--- src/hdl/sbsl_pkg.sv ---
// package for the servo brake and status logic
// assumes a 250 MHz drive clock and 32-bit axi4-lite register access
package sbsl_pkg;
   // ****************************************
   // register byte offsets
   // ****************************************
   localparam logic [7:0] OFS_CTRL = 8'h00;
   localparam logic [7:0] OFS_ROT_SPD = 8'h04;
   localparam logic [7:0] OFS_OVF_THR = 8'h08;
   localparam logic [7:0] OFS_POS_THR = 8'h0C;
   localparam logic [7:0] OFS_COIN_DIF = 8'h10;
   localparam logic [7:0] OFS_SON_WAIT = 8'h14;
   localparam logic [7:0] OFS_BRK_SPD = 8'h18;
   localparam logic [7:0] OFS_BRK_TIME = 8'h1C;
   localparam logic [7:0] OFS_IN_ASSIGN = 8'h20;
   localparam logic [7:0] OFS_OUT_ASSIGN = 8'h24;
   localparam logic [7:0] OFS_STATUS = 8'h28;
   localparam logic [7:0] OFS_IRQ_STAT = 8'h2C;
   localparam logic [7:0] OFS_IRQ_MASK = 8'h30;
   localparam logic [7:0] OFS_FUNC_VIEW = 8'h34;
   // ****************************************
   // fields
   // ****************************************
   localparam int CTRL_SERVO_ON = 0;
   localparam int CTRL_POS_MODE = 1;
   localparam int ST_ROT = 0;
   localparam int ST_COIN = 1;
   localparam int ST_POSC = 2;
   localparam int ST_OVF = 3;
   localparam int ST_BRAKE = 4;
   localparam int ST_EXCITE = 5;
   localparam int NUM_IRQ = 4;
   localparam int IRQ_OVF = 0;
   localparam int IRQ_ROT = 1;
   localparam int IRQ_POSC = 2;
   localparam int IRQ_BRAKE = 3;
   localparam int OVF_SHIFT = 8;         // threshold unit is 256 pulses
   localparam int NUM_TERM = 8;
   localparam int NUM_OUT = 3;
   localparam int NUM_FUNC = 16;
   localparam logic [3:0] FUNC_BRAKE = 4'h4;  // output code for brake output
   // ****************************************
   // reset values and timing
   // ****************************************
   localparam logic [31:0] RST_ZERO = 32'h0000_0000;
   localparam logic [31:0] RST_OUT_ASSIGN = 32'h0000_0210;
   localparam logic [31:0] RST_IN_ASSIGN = 32'h7654_3210;
   localparam int CLK_MHZ = 250;
   localparam int TICK_US = 1000;        // wait times count in ms
   localparam int TICK_CYC = CLK_MHZ * TICK_US;
   localparam logic [1:0] RESP_OKAY = 2'b00;
   localparam logic [1:0] RESP_SLVERR = 2'b10;
   typedef enum logic [1:0] {SBSL_OFF, SBSL_ON_WAIT, SBSL_RUN, SBSL_OFF_WAIT} sbsl_state_t;
endpackage : sbsl_pkg

--- src/hdl/sbsl_tick.sv ---
// free-running time base for the brake sequencer
// assumes one clock and a synchronous active-high reset
`timescale 1ns/1ns
`default_nettype none
module sbsl_tick
   import sbsl_pkg::*;
(
   input wire logic clk,
   input wire logic srst,
   output logic tick
);
   logic [17:0] cnt_reg;
   logic [17:0] cnt_next;
   logic tick_reg;
   logic tick_next;
   // ****************************************
   // divider
   // ****************************************
   // one-cycle pulse every millisecond
   always_comb begin
      tick_next = 1'b0;
      cnt_next = cnt_reg + 18'h0_0001;
      if (cnt_reg == 18'(TICK_CYC - 1)) begin
         cnt_next = 18'h0_0000;
         tick_next = 1'b1;
      end
   end
   always_ff @(posedge clk) begin
      if (srst) begin
         cnt_reg <= 18'h0_0000;
         tick_reg <= 1'b0;
      end else begin
         cnt_reg <= cnt_next;
         tick_reg <= tick_next;
      end
   end
   assign tick = tick_reg;
endmodule : sbsl_tick
`default_nettype wire

--- src/hdl/sbsl_top.sv ---
// servo status outputs, holding-brake sequence and terminal allocation
// assumes axi4-lite master on CLK; motor inputs and terminals are asynchronous
`timescale 1ns/1ns
`default_nettype none
module sbsl_top
   import sbsl_pkg::*;
(
   input wire logic CLK,
   input wire logic SRST,
   input wire logic [31:0] S_AXI_AWADDR,
   input wire logic S_AXI_AWVALID,
   output logic S_AXI_AWREADY,
   input wire logic [31:0] S_AXI_WDATA,
   input wire logic [3:0] S_AXI_WSTRB,
   input wire logic S_AXI_WVALID,
   output logic S_AXI_WREADY,
   output logic [1:0] S_AXI_BRESP,
   output logic S_AXI_BVALID,
   input wire logic S_AXI_BREADY,
   input wire logic [31:0] S_AXI_ARADDR,
   input wire logic S_AXI_ARVALID,
   output logic S_AXI_ARREADY,
   output logic [31:0] S_AXI_RDATA,
   output logic [1:0] S_AXI_RRESP,
   output logic S_AXI_RVALID,
   input wire logic S_AXI_RREADY,
   input wire logic [15:0] MOTOR_SPEED,
   input wire logic [15:0] SPEED_REF,
   input wire logic [31:0] POS_ERROR,
   input wire logic [7:0] INPUT_TERMINALS,
   output logic [15:0] INPUT_FUNCTIONS,
   output logic [2:0] OUTPUT_TERMINALS,
   output logic MOTOR_EXCITE,
   output logic IRQ
);
   // ****************************************
   // input synchronisers
   // ****************************************
   logic [15:0] spd_s1_reg, spd_s2_reg, ref_s1_reg, ref_s2_reg;
   logic [31:0] perr_s1_reg, perr_s2_reg;
   logic [7:0] term_s1_reg, term_s2_reg;
   // multi-bit words are assumed to be held stable by the sensor between updates
   always_ff @(posedge CLK) begin
      if (SRST) begin
         spd_s1_reg <= 16'h0000;
         spd_s2_reg <= 16'h0000;
         ref_s1_reg <= 16'h0000;
         ref_s2_reg <= 16'h0000;
         perr_s1_reg <= 32'h0000_0000;
         perr_s2_reg <= 32'h0000_0000;
         term_s1_reg <= 8'h00;
         term_s2_reg <= 8'h00;
      end else begin
         spd_s1_reg <= MOTOR_SPEED;
         spd_s2_reg <= spd_s1_reg;
         ref_s1_reg <= SPEED_REF;
         ref_s2_reg <= ref_s1_reg;
         perr_s1_reg <= POS_ERROR;
         perr_s2_reg <= perr_s1_reg;
         term_s1_reg <= INPUT_TERMINALS;
         term_s2_reg <= term_s1_reg;
      end
   end
   // ****************************************
   // register file and axi4-lite slave
   // ****************************************
   logic [31:0] ctrl_reg, rot_spd_reg, ovf_thr_reg, pos_thr_reg, coin_reg, son_reg;
   logic [31:0] bspd_reg, btime_reg, in_asg_reg, out_asg_reg;
   logic [31:0] ctrl_next, rot_spd_next, ovf_thr_next, pos_thr_next, coin_next, son_next;
   logic [31:0] bspd_next, btime_next, in_asg_next, out_asg_next;
   logic [NUM_IRQ-1:0] ists_reg, ists_next, imask_reg, imask_next, ev;
   logic awready_reg, awready_next, wready_reg, wready_next, bvalid_reg, bvalid_next;
   logic arready_reg, arready_next, rvalid_reg, rvalid_next;
   logic [1:0] bresp_reg, bresp_next, rresp_reg, rresp_next;
   logic [31:0] rdata_reg, rdata_next, rd_val, wmask;
   logic [7:0] awaddr_reg, awaddr_next;
   logic [31:0] wdata_reg, wdata_next;
   logic [3:0] wstrb_reg, wstrb_next;
   logic aw_have_reg, aw_have_next, w_have_reg, w_have_next, rd_hit, wr_hit, do_wr;
   logic [5:0] status_vec;
   logic [31:0] func_view;
   // byte-lane mask of the captured write
   always_comb begin
      for (int b = 0; b < 4; b++) begin
         wmask[b*8 +: 8] = {8{wstrb_reg[b]}};
      end
   end
   // read mux; unmapped addresses answer slverr
   always_comb begin
      rd_hit = 1'b1;
      case (S_AXI_ARADDR[7:0])
         OFS_CTRL: rd_val = ctrl_reg;
         OFS_ROT_SPD: rd_val = rot_spd_reg;
         OFS_OVF_THR: rd_val = ovf_thr_reg;
         OFS_POS_THR: rd_val = pos_thr_reg;
         OFS_COIN_DIF: rd_val = coin_reg;
         OFS_SON_WAIT: rd_val = son_reg;
         OFS_BRK_SPD: rd_val = bspd_reg;
         OFS_BRK_TIME: rd_val = btime_reg;
         OFS_IN_ASSIGN: rd_val = in_asg_reg;
         OFS_OUT_ASSIGN: rd_val = out_asg_reg;
         OFS_STATUS: rd_val = {26'h000_0000, status_vec};
         OFS_IRQ_STAT: rd_val = {28'h000_0000, ists_reg};
         OFS_IRQ_MASK: rd_val = {28'h000_0000, imask_reg};
         OFS_FUNC_VIEW: rd_val = func_view;
         default: begin
            rd_val = 32'h0000_0000;
            rd_hit = 1'b0;
         end
      endcase
   end
   // write path: address and data captured in either order, then one response
   always_comb begin
      awready_next = 1'b0;
      wready_next = 1'b0;
      arready_next = 1'b0;
      aw_have_next = aw_have_reg;
      w_have_next = w_have_reg;
      awaddr_next = awaddr_reg;
      wdata_next = wdata_reg;
      wstrb_next = wstrb_reg;
      bvalid_next = bvalid_reg && !S_AXI_BREADY;
      bresp_next = bresp_reg;
      rvalid_next = rvalid_reg && !S_AXI_RREADY;
      rresp_next = rresp_reg;
      rdata_next = rdata_reg;
      do_wr = 1'b0;
      wr_hit = 1'b1;
      if (S_AXI_AWVALID && !aw_have_reg && !awready_reg && !bvalid_reg) begin
         awready_next = 1'b1;
      end
      if (S_AXI_AWVALID && awready_reg) begin
         aw_have_next = 1'b1;
         awaddr_next = S_AXI_AWADDR[7:0];
      end
      if (S_AXI_WVALID && !w_have_reg && !wready_reg && !bvalid_reg) begin
         wready_next = 1'b1;
      end
      if (S_AXI_WVALID && wready_reg) begin
         w_have_next = 1'b1;
         wdata_next = S_AXI_WDATA;
         wstrb_next = S_AXI_WSTRB;
      end
      if (aw_have_reg && w_have_reg && !bvalid_reg) begin
         do_wr = 1'b1;
         aw_have_next = 1'b0;
         w_have_next = 1'b0;
         bvalid_next = 1'b1;
         wr_hit = (awaddr_reg <= OFS_FUNC_VIEW) && (awaddr_reg[1:0] == 2'b00);
         bresp_next = wr_hit ? RESP_OKAY : RESP_SLVERR;
      end
      if (S_AXI_ARVALID && !arready_reg && !rvalid_reg) begin
         arready_next = 1'b1;
      end
      if (S_AXI_ARVALID && arready_reg) begin
         rvalid_next = 1'b1;
         rdata_next = rd_val;
         rresp_next = rd_hit ? RESP_OKAY : RESP_SLVERR;
      end
   end
   // register writes; hardware events win over the write-one clear
   always_comb begin
      ctrl_next = ctrl_reg;
      rot_spd_next = rot_spd_reg;
      ovf_thr_next = ovf_thr_reg;
      pos_thr_next = pos_thr_reg;
      coin_next = coin_reg;
      son_next = son_reg;
      bspd_next = bspd_reg;
      btime_next = btime_reg;
      in_asg_next = in_asg_reg;
      out_asg_next = out_asg_reg;
      imask_next = imask_reg;
      ists_next = ists_reg;
      if (do_wr) begin
         case (awaddr_reg)
            OFS_CTRL: ctrl_next = (ctrl_reg & ~wmask) | (wdata_reg & wmask);
            OFS_ROT_SPD: rot_spd_next = (rot_spd_reg & ~wmask) | (wdata_reg & wmask);
            OFS_OVF_THR: ovf_thr_next = (ovf_thr_reg & ~wmask) | (wdata_reg & wmask);
            OFS_POS_THR: pos_thr_next = (pos_thr_reg & ~wmask) | (wdata_reg & wmask);
            OFS_COIN_DIF: coin_next = (coin_reg & ~wmask) | (wdata_reg & wmask);
            OFS_SON_WAIT: son_next = (son_reg & ~wmask) | (wdata_reg & wmask);
            OFS_BRK_SPD: bspd_next = (bspd_reg & ~wmask) | (wdata_reg & wmask);
            OFS_BRK_TIME: btime_next = (btime_reg & ~wmask) | (wdata_reg & wmask);
            OFS_IN_ASSIGN: in_asg_next = (in_asg_reg & ~wmask) | (wdata_reg & wmask);
            OFS_OUT_ASSIGN: out_asg_next = (out_asg_reg & ~wmask) | (wdata_reg & wmask);
            OFS_IRQ_STAT: ists_next = ists_reg & ~(wdata_reg[NUM_IRQ-1:0] & wmask[NUM_IRQ-1:0]);
            OFS_IRQ_MASK: imask_next = (imask_reg & ~wmask[NUM_IRQ-1:0])
                                     | (wdata_reg[NUM_IRQ-1:0] & wmask[NUM_IRQ-1:0]);
            default: ;
         endcase
      end
      ists_next = ists_next | ev;
   end
   always_ff @(posedge CLK) begin
      if (SRST) begin
         ctrl_reg <= RST_ZERO;
         rot_spd_reg <= RST_ZERO;
         ovf_thr_reg <= RST_ZERO;
         pos_thr_reg <= RST_ZERO;
         coin_reg <= RST_ZERO;
         son_reg <= RST_ZERO;
         bspd_reg <= RST_ZERO;
         btime_reg <= RST_ZERO;
         in_asg_reg <= RST_IN_ASSIGN;
         out_asg_reg <= RST_OUT_ASSIGN;
         ists_reg <= 4'h0;
         imask_reg <= 4'h0;
         awready_reg <= 1'b0;
         wready_reg <= 1'b0;
         arready_reg <= 1'b0;
         aw_have_reg <= 1'b0;
         w_have_reg <= 1'b0;
         awaddr_reg <= 8'h00;
         wdata_reg <= 32'h0000_0000;
         wstrb_reg <= 4'h0;
         bvalid_reg <= 1'b0;
         bresp_reg <= RESP_OKAY;
         rvalid_reg <= 1'b0;
         rresp_reg <= RESP_OKAY;
         rdata_reg <= 32'h0000_0000;
      end else begin
         ctrl_reg <= ctrl_next;
         rot_spd_reg <= rot_spd_next;
         ovf_thr_reg <= ovf_thr_next;
         pos_thr_reg <= pos_thr_next;
         coin_reg <= coin_next;
         son_reg <= son_next;
         bspd_reg <= bspd_next;
         btime_reg <= btime_next;
         in_asg_reg <= in_asg_next;
         out_asg_reg <= out_asg_next;
         ists_reg <= ists_next;
         imask_reg <= imask_next;
         awready_reg <= awready_next;
         wready_reg <= wready_next;
         arready_reg <= arready_next;
         aw_have_reg <= aw_have_next;
         w_have_reg <= w_have_next;
         awaddr_reg <= awaddr_next;
         wdata_reg <= wdata_next;
         wstrb_reg <= wstrb_next;
         bvalid_reg <= bvalid_next;
         bresp_reg <= bresp_next;
         rvalid_reg <= rvalid_next;
         rresp_reg <= rresp_next;
         rdata_reg <= rdata_next;
      end
   end
   // ****************************************
   // status comparators
   // ****************************************
   logic rot_reg, rot_next, coin_o_reg, coin_o_next, posc_reg, posc_next, ovf_reg, ovf_next;
   logic [15:0] spd_abs, spd_diff;
   logic [31:0] perr_abs;
   logic pos_mode;
   // speeds are signed rpm, error counter signed pulses
   always_comb begin
      pos_mode = ctrl_reg[CTRL_POS_MODE];
      spd_abs = spd_s2_reg[15] ? 16'(-spd_s2_reg) : spd_s2_reg;
      spd_diff = 16'(ref_s2_reg - spd_s2_reg);
      if (spd_diff[15]) begin
         spd_diff = 16'(-spd_diff);
      end
      perr_abs = perr_s2_reg[31] ? 32'(-perr_s2_reg) : perr_s2_reg;
      rot_next = spd_abs > rot_spd_reg[15:0];
      coin_o_next = spd_diff < coin_reg[15:0];
      posc_next = pos_mode && (perr_abs < pos_thr_reg);
      ovf_next = pos_mode && ({8'h00, perr_abs} > {ovf_thr_reg, 8'h00});
   end
   // ****************************************
   // brake sequencer
   // ****************************************
   sbsl_state_t st_reg, st_next;
   logic [31:0] tcnt_reg, tcnt_next;
   logic brk_reg, brk_next, exc_reg, exc_next, son_prev_reg, tick, brake_asg;
   logic signed [31:0] son_wait;
   logic [31:0] son_mag;
   sbsl_tick u_tick (
      .clk(CLK),
      .srst(SRST),
      .tick(tick)
   );
   // brk_reg high means brake released (brake output active)
   always_comb begin
      brake_asg = 1'b0;
      for (int k = 0; k < NUM_OUT; k++) begin
         if (out_asg_reg[k*4 +: 4] == FUNC_BRAKE) begin
            brake_asg = 1'b1;
         end
      end
      son_wait = signed'(son_reg);
      son_mag = son_wait[31] ? 32'(-son_wait) : son_reg;
      st_next = st_reg;
      tcnt_next = tick ? tcnt_reg + 32'h0000_0001 : tcnt_reg;
      brk_next = brk_reg;
      exc_next = exc_reg;
      case (st_reg)
         SBSL_OFF: begin
            exc_next = 1'b0;
            brk_next = 1'b0;
            if (ctrl_reg[CTRL_SERVO_ON] && !son_prev_reg) begin
               tcnt_next = 32'h0000_0000;
               if (!brake_asg || son_mag == 32'h0000_0000) begin
                  exc_next = 1'b1;
                  brk_next = 1'b1;
                  st_next = SBSL_RUN;
               end else begin
                  brk_next = !son_wait[31];
                  exc_next = son_wait[31];
                  st_next = SBSL_ON_WAIT;
               end
            end
         end
         SBSL_ON_WAIT: begin
            if (!ctrl_reg[CTRL_SERVO_ON]) begin
               exc_next = 1'b0;
               brk_next = 1'b0;
               st_next = SBSL_OFF;
            end else if (tcnt_reg >= son_mag) begin
               exc_next = 1'b1;
               brk_next = 1'b1;
               st_next = SBSL_RUN;
            end
         end
         SBSL_RUN: begin
            if (!ctrl_reg[CTRL_SERVO_ON]) begin
               exc_next = 1'b0;
               tcnt_next = 32'h0000_0000;
               if (!brake_asg || (bspd_reg == 32'h0000_0000 && btime_reg == 32'h0000_0000)) begin
                  brk_next = 1'b0;
                  st_next = SBSL_OFF;
               end else begin
                  st_next = SBSL_OFF_WAIT;
               end
            end
         end
         SBSL_OFF_WAIT: begin
            // either condition ends the wait
            if (({16'h0000, spd_abs} < bspd_reg) || (tcnt_reg > btime_reg)) begin
               brk_next = 1'b0;
               st_next = SBSL_OFF;
            end
         end
         default: st_next = SBSL_OFF;
      endcase
   end
   always_ff @(posedge CLK) begin
      if (SRST) begin
         st_reg <= SBSL_OFF;
         tcnt_reg <= 32'h0000_0000;
         brk_reg <= 1'b0;
         exc_reg <= 1'b0;
         son_prev_reg <= 1'b0;
      end else begin
         st_reg <= st_next;
         tcnt_reg <= tcnt_next;
         brk_reg <= brk_next;
         exc_reg <= exc_next;
         son_prev_reg <= (st_next == SBSL_OFF) ? 1'b0 : 1'b1;
      end
   end
   // ****************************************
   // terminal allocation and outputs
   // ****************************************
   logic [NUM_FUNC-1:0] infunc_next, infunc_reg;
   logic [2:0] outterm_next, outterm_reg;
   logic irq_reg;
   logic [3:0] ostat [0:NUM_FUNC-1];
   // last terminal written first so the first terminal wins a duplicate
   always_comb begin
      infunc_next = '0;
      for (int t = NUM_TERM - 1; t >= 0; t--) begin
         infunc_next[in_asg_reg[t*4 +: 4]] = term_s2_reg[t];
      end
      for (int f = 0; f < NUM_FUNC; f++) begin
         ostat[f] = 4'h0;
      end
      ostat[0] = {3'h0, pos_mode ? posc_reg : coin_o_reg};
      ostat[1] = {3'h0, rot_reg};
      ostat[4] = {3'h0, brk_reg};
      for (int o = 0; o < NUM_OUT; o++) begin
         outterm_next[o] = ostat[out_asg_reg[o*4 +: 4]][0];
      end
      ev = {brk_reg & ~brk_next, posc_next & ~posc_reg, rot_next & ~rot_reg, ovf_next & ~ovf_reg};
   end
   assign status_vec = {exc_reg, brk_reg, ovf_reg, posc_reg, coin_o_reg, rot_reg};
   assign func_view = {16'h0000, infunc_reg};
   always_ff @(posedge CLK) begin
      if (SRST) begin
         rot_reg <= 1'b0;
         coin_o_reg <= 1'b0;
         posc_reg <= 1'b0;
         ovf_reg <= 1'b0;
         infunc_reg <= 16'h0000;
         outterm_reg <= 3'h0;
         irq_reg <= 1'b0;
      end else begin
         rot_reg <= rot_next;
         coin_o_reg <= coin_o_next;
         posc_reg <= posc_next;
         ovf_reg <= ovf_next;
         infunc_reg <= infunc_next;
         outterm_reg <= outterm_next;
         irq_reg <= |(ists_next & imask_next);
      end
   end
   assign S_AXI_AWREADY = awready_reg;
   assign S_AXI_WREADY = wready_reg;
   assign S_AXI_BRESP = bresp_reg;
   assign S_AXI_BVALID = bvalid_reg;
   assign S_AXI_ARREADY = arready_reg;
   assign S_AXI_RDATA = rdata_reg;
   assign S_AXI_RRESP = rresp_reg;
   assign S_AXI_RVALID = rvalid_reg;
   assign INPUT_FUNCTIONS = infunc_reg;
   assign OUTPUT_TERMINALS = outterm_reg;
   assign MOTOR_EXCITE = exc_reg;
   assign IRQ = irq_reg;
endmodule : sbsl_top
`default_nettype wire

--- config.mk ---
export PLATFORM = sky130hd
export DESIGN_NAME = sbsl_top
export DESIGN_NICKNAME = d
export VERILOG_FILES = /design/src/hdl/sbsl_pkg.sv /design/src/hdl/sbsl_tick.sv /design/src/hdl/sbsl_top.sv
export SDC_FILE = /design/constraint.sdc
export NUM_CORES = 2
export LEC_CHECK = 0
export BUFFER_PORTS_ARGS = -buffer_cell sky130_fd_sc_hd__buf_2
export CORE_UTILIZATION = 30
export DETAILED_ROUTE_END_ITERATION = 7
export SLEW_MARGIN = 25
export SYNTH_ARGS = -nofsm -noshare
export SYNTH_HDL_FRONTEND = slang
export SYNTH_HIERARCHICAL = 1
export SYNTH_SLANG_ARGS = --single-unit
--- constraint.sdc ---
create_clock -name CLK -period 5.1 [get_ports CLK]
set_input_delay 0 -clock CLK [delete_from_list [all_inputs] [get_ports CLK]]
set_output_delay 0 -clock CLK [all_outputs]
set_load 0.05 [all_outputs]
==> metrics <==
H-tree Lvls 3; Ports 241; Placeable Area 109200 um2; Filler cells 11230; Final Hold Slack 0.07826 ns; WL/cell 20.91 um; Core Rows 121; NumNets Final 4737; Peak supply drop 0.2242 mV; Initial Util 30.32%; Period minus WS final 4.763 ns; Synth area leader dfxtp_1; Core Util, Final 36.12%; Slew Limit Headroom 27.38%; register area 12760 um2; CP Launch Type flop; initial drt markers 3428; Routability Congestion 0.9601; clock root buffer clkbuf_16; Final period util 93.39%; 1st-pass router iterations 7; TritonCTS buffer count 76; Yosys warnings 6; CTS Sinks 637; WP buf/inv 0; cell area after layout 39430 um2; Max Clk Rate 210.0 MHz; ys async rst share 0%; clk buf depth 3; WP data required 5.60 ns; CP peak stage delay 0.45 ns; Layout Area Growth over Synthesis 19.14%; Max Clock Skew 0.03948 ns; fin. max-slew vios 0; final setup TNS 0 ns; Die Y 334.2 um; max-cap viol count 0; PwrDens 303.6 nW/um2; Crit. Startpoint perr_s2_reg[3]; vias in the first global route 30010; ys flop type dfxtp_1; Worst Hold Class in2reg; CP dominant cell by count o21ai_0; Top delay family on crit path compound AO/OA/AOI/OAI gates; Syn Area/Cell 7.901 um2; Hold Startpoint POS_ERROR[16]; DIE AREA 111700 um2; Syn Inst Count 4189; first-pass GRT wire length 185.4 mm; endpoints failing setup 0; register bit count reported by yosys 637; Die X 334.2 um; HPWL Detailed 88.61 mm; Slowest-stage cell, CP or3_1; via count 32000; vias per cell 5.419; port bufs 190; Final Hold Fails 0; synthesized cell area 33100 um2; EDFF count, synth 0; Tightest Pin Transition 1.085 ns; crit end category flop; Residual DRC 0; Yosys top cell area share 38.53%; Placed Area 35320 um2; GRT overflow 0; multi-input logic area 18640 um2; sequential share of the synthesized area 38.53%; leading post-synthesis cells by cell area dfxtp_1, nand2_1, ha_1; share of layout cells above drive strength 1 10.12%; initial antenna violation count 7; clk_lat worst skew 0.66 ns; Synth cell types 80; DRT antenna net count 0; total length of routed wires 123.5 mm; CP Data Arrival Time 5.27 ns; status complete, no violations; kind of critical path reg2reg; Lkg Pwr 14.02 nW; R2R Path Start perr_s2_reg[3]; Total Routing Usage GR 21.50%; TritonCTS clock tree yes; crit-path cells nor4_2 > nor3b_1 > nand2_1 > or3_1 > or2_2 > nand2b_1 > o41ai_1 > xnor2_1 > ha_1 > a21oi_1 > o21ai_0 > a221oi_1 > o21ai_0 > a311oi_2 > a2111oi_2 > a211oi_1 > o211ai_1; largest net degree at the start of global routing 218; Crit Path Max Fanout 6; post-CTS setup buffers 0; CTS clock-pin slew for the worst setup and hold paths 0.06 ns
[report_power, final]
group	switching, mW	internal [mW]	leakage [nW]
combinational	0.580	0.454	7.55
sequential	0.117	5.06	5.17
clock	2.37	3.39	1.30
[cells in the mapped netlist, types with 80 or more instances]
master,instances
clkbuf_1,269
o21ai_0,80
nor3_1,88
xnor2_1,81
inv_1,186
nor2b_1,164
a21oi_1,472
nor2_1,205
dfxtp_1,637
nand2_1,654
ha_1,191
nand3_1,336
[cell usage in the layout (no fill, tap or decap), types with 43 or more instances in the layout]
cell | Yosys | layout
a21oi_1 | 472 | 472
a221oi_1 | 54 | 54
a22o_1 | 54 | 54
a22oi_1 | 63 | 63
a31oi_1 | 44 | 44
buf_2 | 1 | 189
buf_4 | 2 | 56
clkbuf_16 | 0 | 76
dfxtp_1 | 637 | 633
dlygate4sd3_1 | 0 | 140
ha_1 | 191 | 191
inv_1 | 186 | 186
nand2_1 | 654 | 652
nand2b_1 | 43 | 43
nand3_1 | 336 | 335
nand4_1 | 48 | 48
nor2_1 | 205 | 189
nor2b_1 | 164 | 164
nor3_1 | 88 | 84
nor4_1 | 51 | 49
o21ai_0 | 80 | 80
xnor2_1 | 81 | 81
xor2_1 | 63 | 63
[path summary, 6_finish.rpt]
kind	endpoint	slack, ns	cells past startpoint
min reg2reg	ref_s2_reg[9]	0.43	1
max reg2reg	IRQ	0.34	17
max	IRQ	0.34	17
min	perr_s1_reg[16]	0.08	3
[worst register-to-register path, stage by stage, from the launching register on]
cell       delay, ns
dfxtp_1         0.35
nor4_2          0.32
nor3b_1         0.29
nand2_1         0.13
or3_1           0.45
or2_2           0.36
nand2b_1        0.26
o41ai_1         0.43
xnor2_1         0.21
ha_1            0.29
a21oi_1         0.14
o21ai_0         0.09
a221oi_1        0.25
o21ai_0         0.23
a311oi_2        0.31
a2111oi_2       0.11
a211oi_1        0.26
o211ai_1        0.14
[what timing repair did]
action	in CTS	in global routing
hold buffers	140	0
resized for setup	0	5
setup endpoints to repair	0	2
endpoints found under the hold margin	182	0
[layout make-up]
| cell class | count | area share, % |
|---|---|---|
| flip-flops and latches | 637 | 32.36 |
| inverters | 186 | 1.771 |
| well taps | 1476 | 4.683 |
| clock inverters | 37 | 1.336 |
| diodes | 2 | 0.01269 |
| multi-input cells | 3077 | 47.28 |
| clock buffers | 102 | 5.401 |
| repair buffers | 388 | 7.158 |
[layer usage]
layer | vias to the layer above | share of wire, % | track usage [%]
met5 | - | 0.043 | 0
met4 | 8 | 4.0 | 8.882
met3 | 267 | 9.6 | 5.364
met2 | 1474 | 43 | 32.66
met1 | 15080 | 43 | 28.86
li1 | 15170 | - | -
[cell families (layout without fill, tap and decap cells)]
family | after synthesis | in the layout | share of synthesized area (%)
flops | 637 | 637 | 38.53
buf+inv | 476 | 713 | 5.493
compound gates | 982 | 982 | 18.88
xor+xnor | 144 | 144 | 3.811
simple gates | 1728 | 1728 | 25.09
other cells | 1 | 4 | 0.01133
fa+ha+maj | 192 | 192 | 7.281
mux | 29 | 29 | 0.8959
[stage by stage]
stage               setup WS [ns]  std cells  total power [mW]
floorplan                  0.9088       4190             5.913
global placement           0.2441       5624             6.205
finish                     0.3370       5905             11.97
CTS                       0.09203       5903             12.06
detailed placement         0.1347       5624             6.216
global route             -0.03358       5903             12.40
Note: power is estimated with default switching activity, not from simulation.
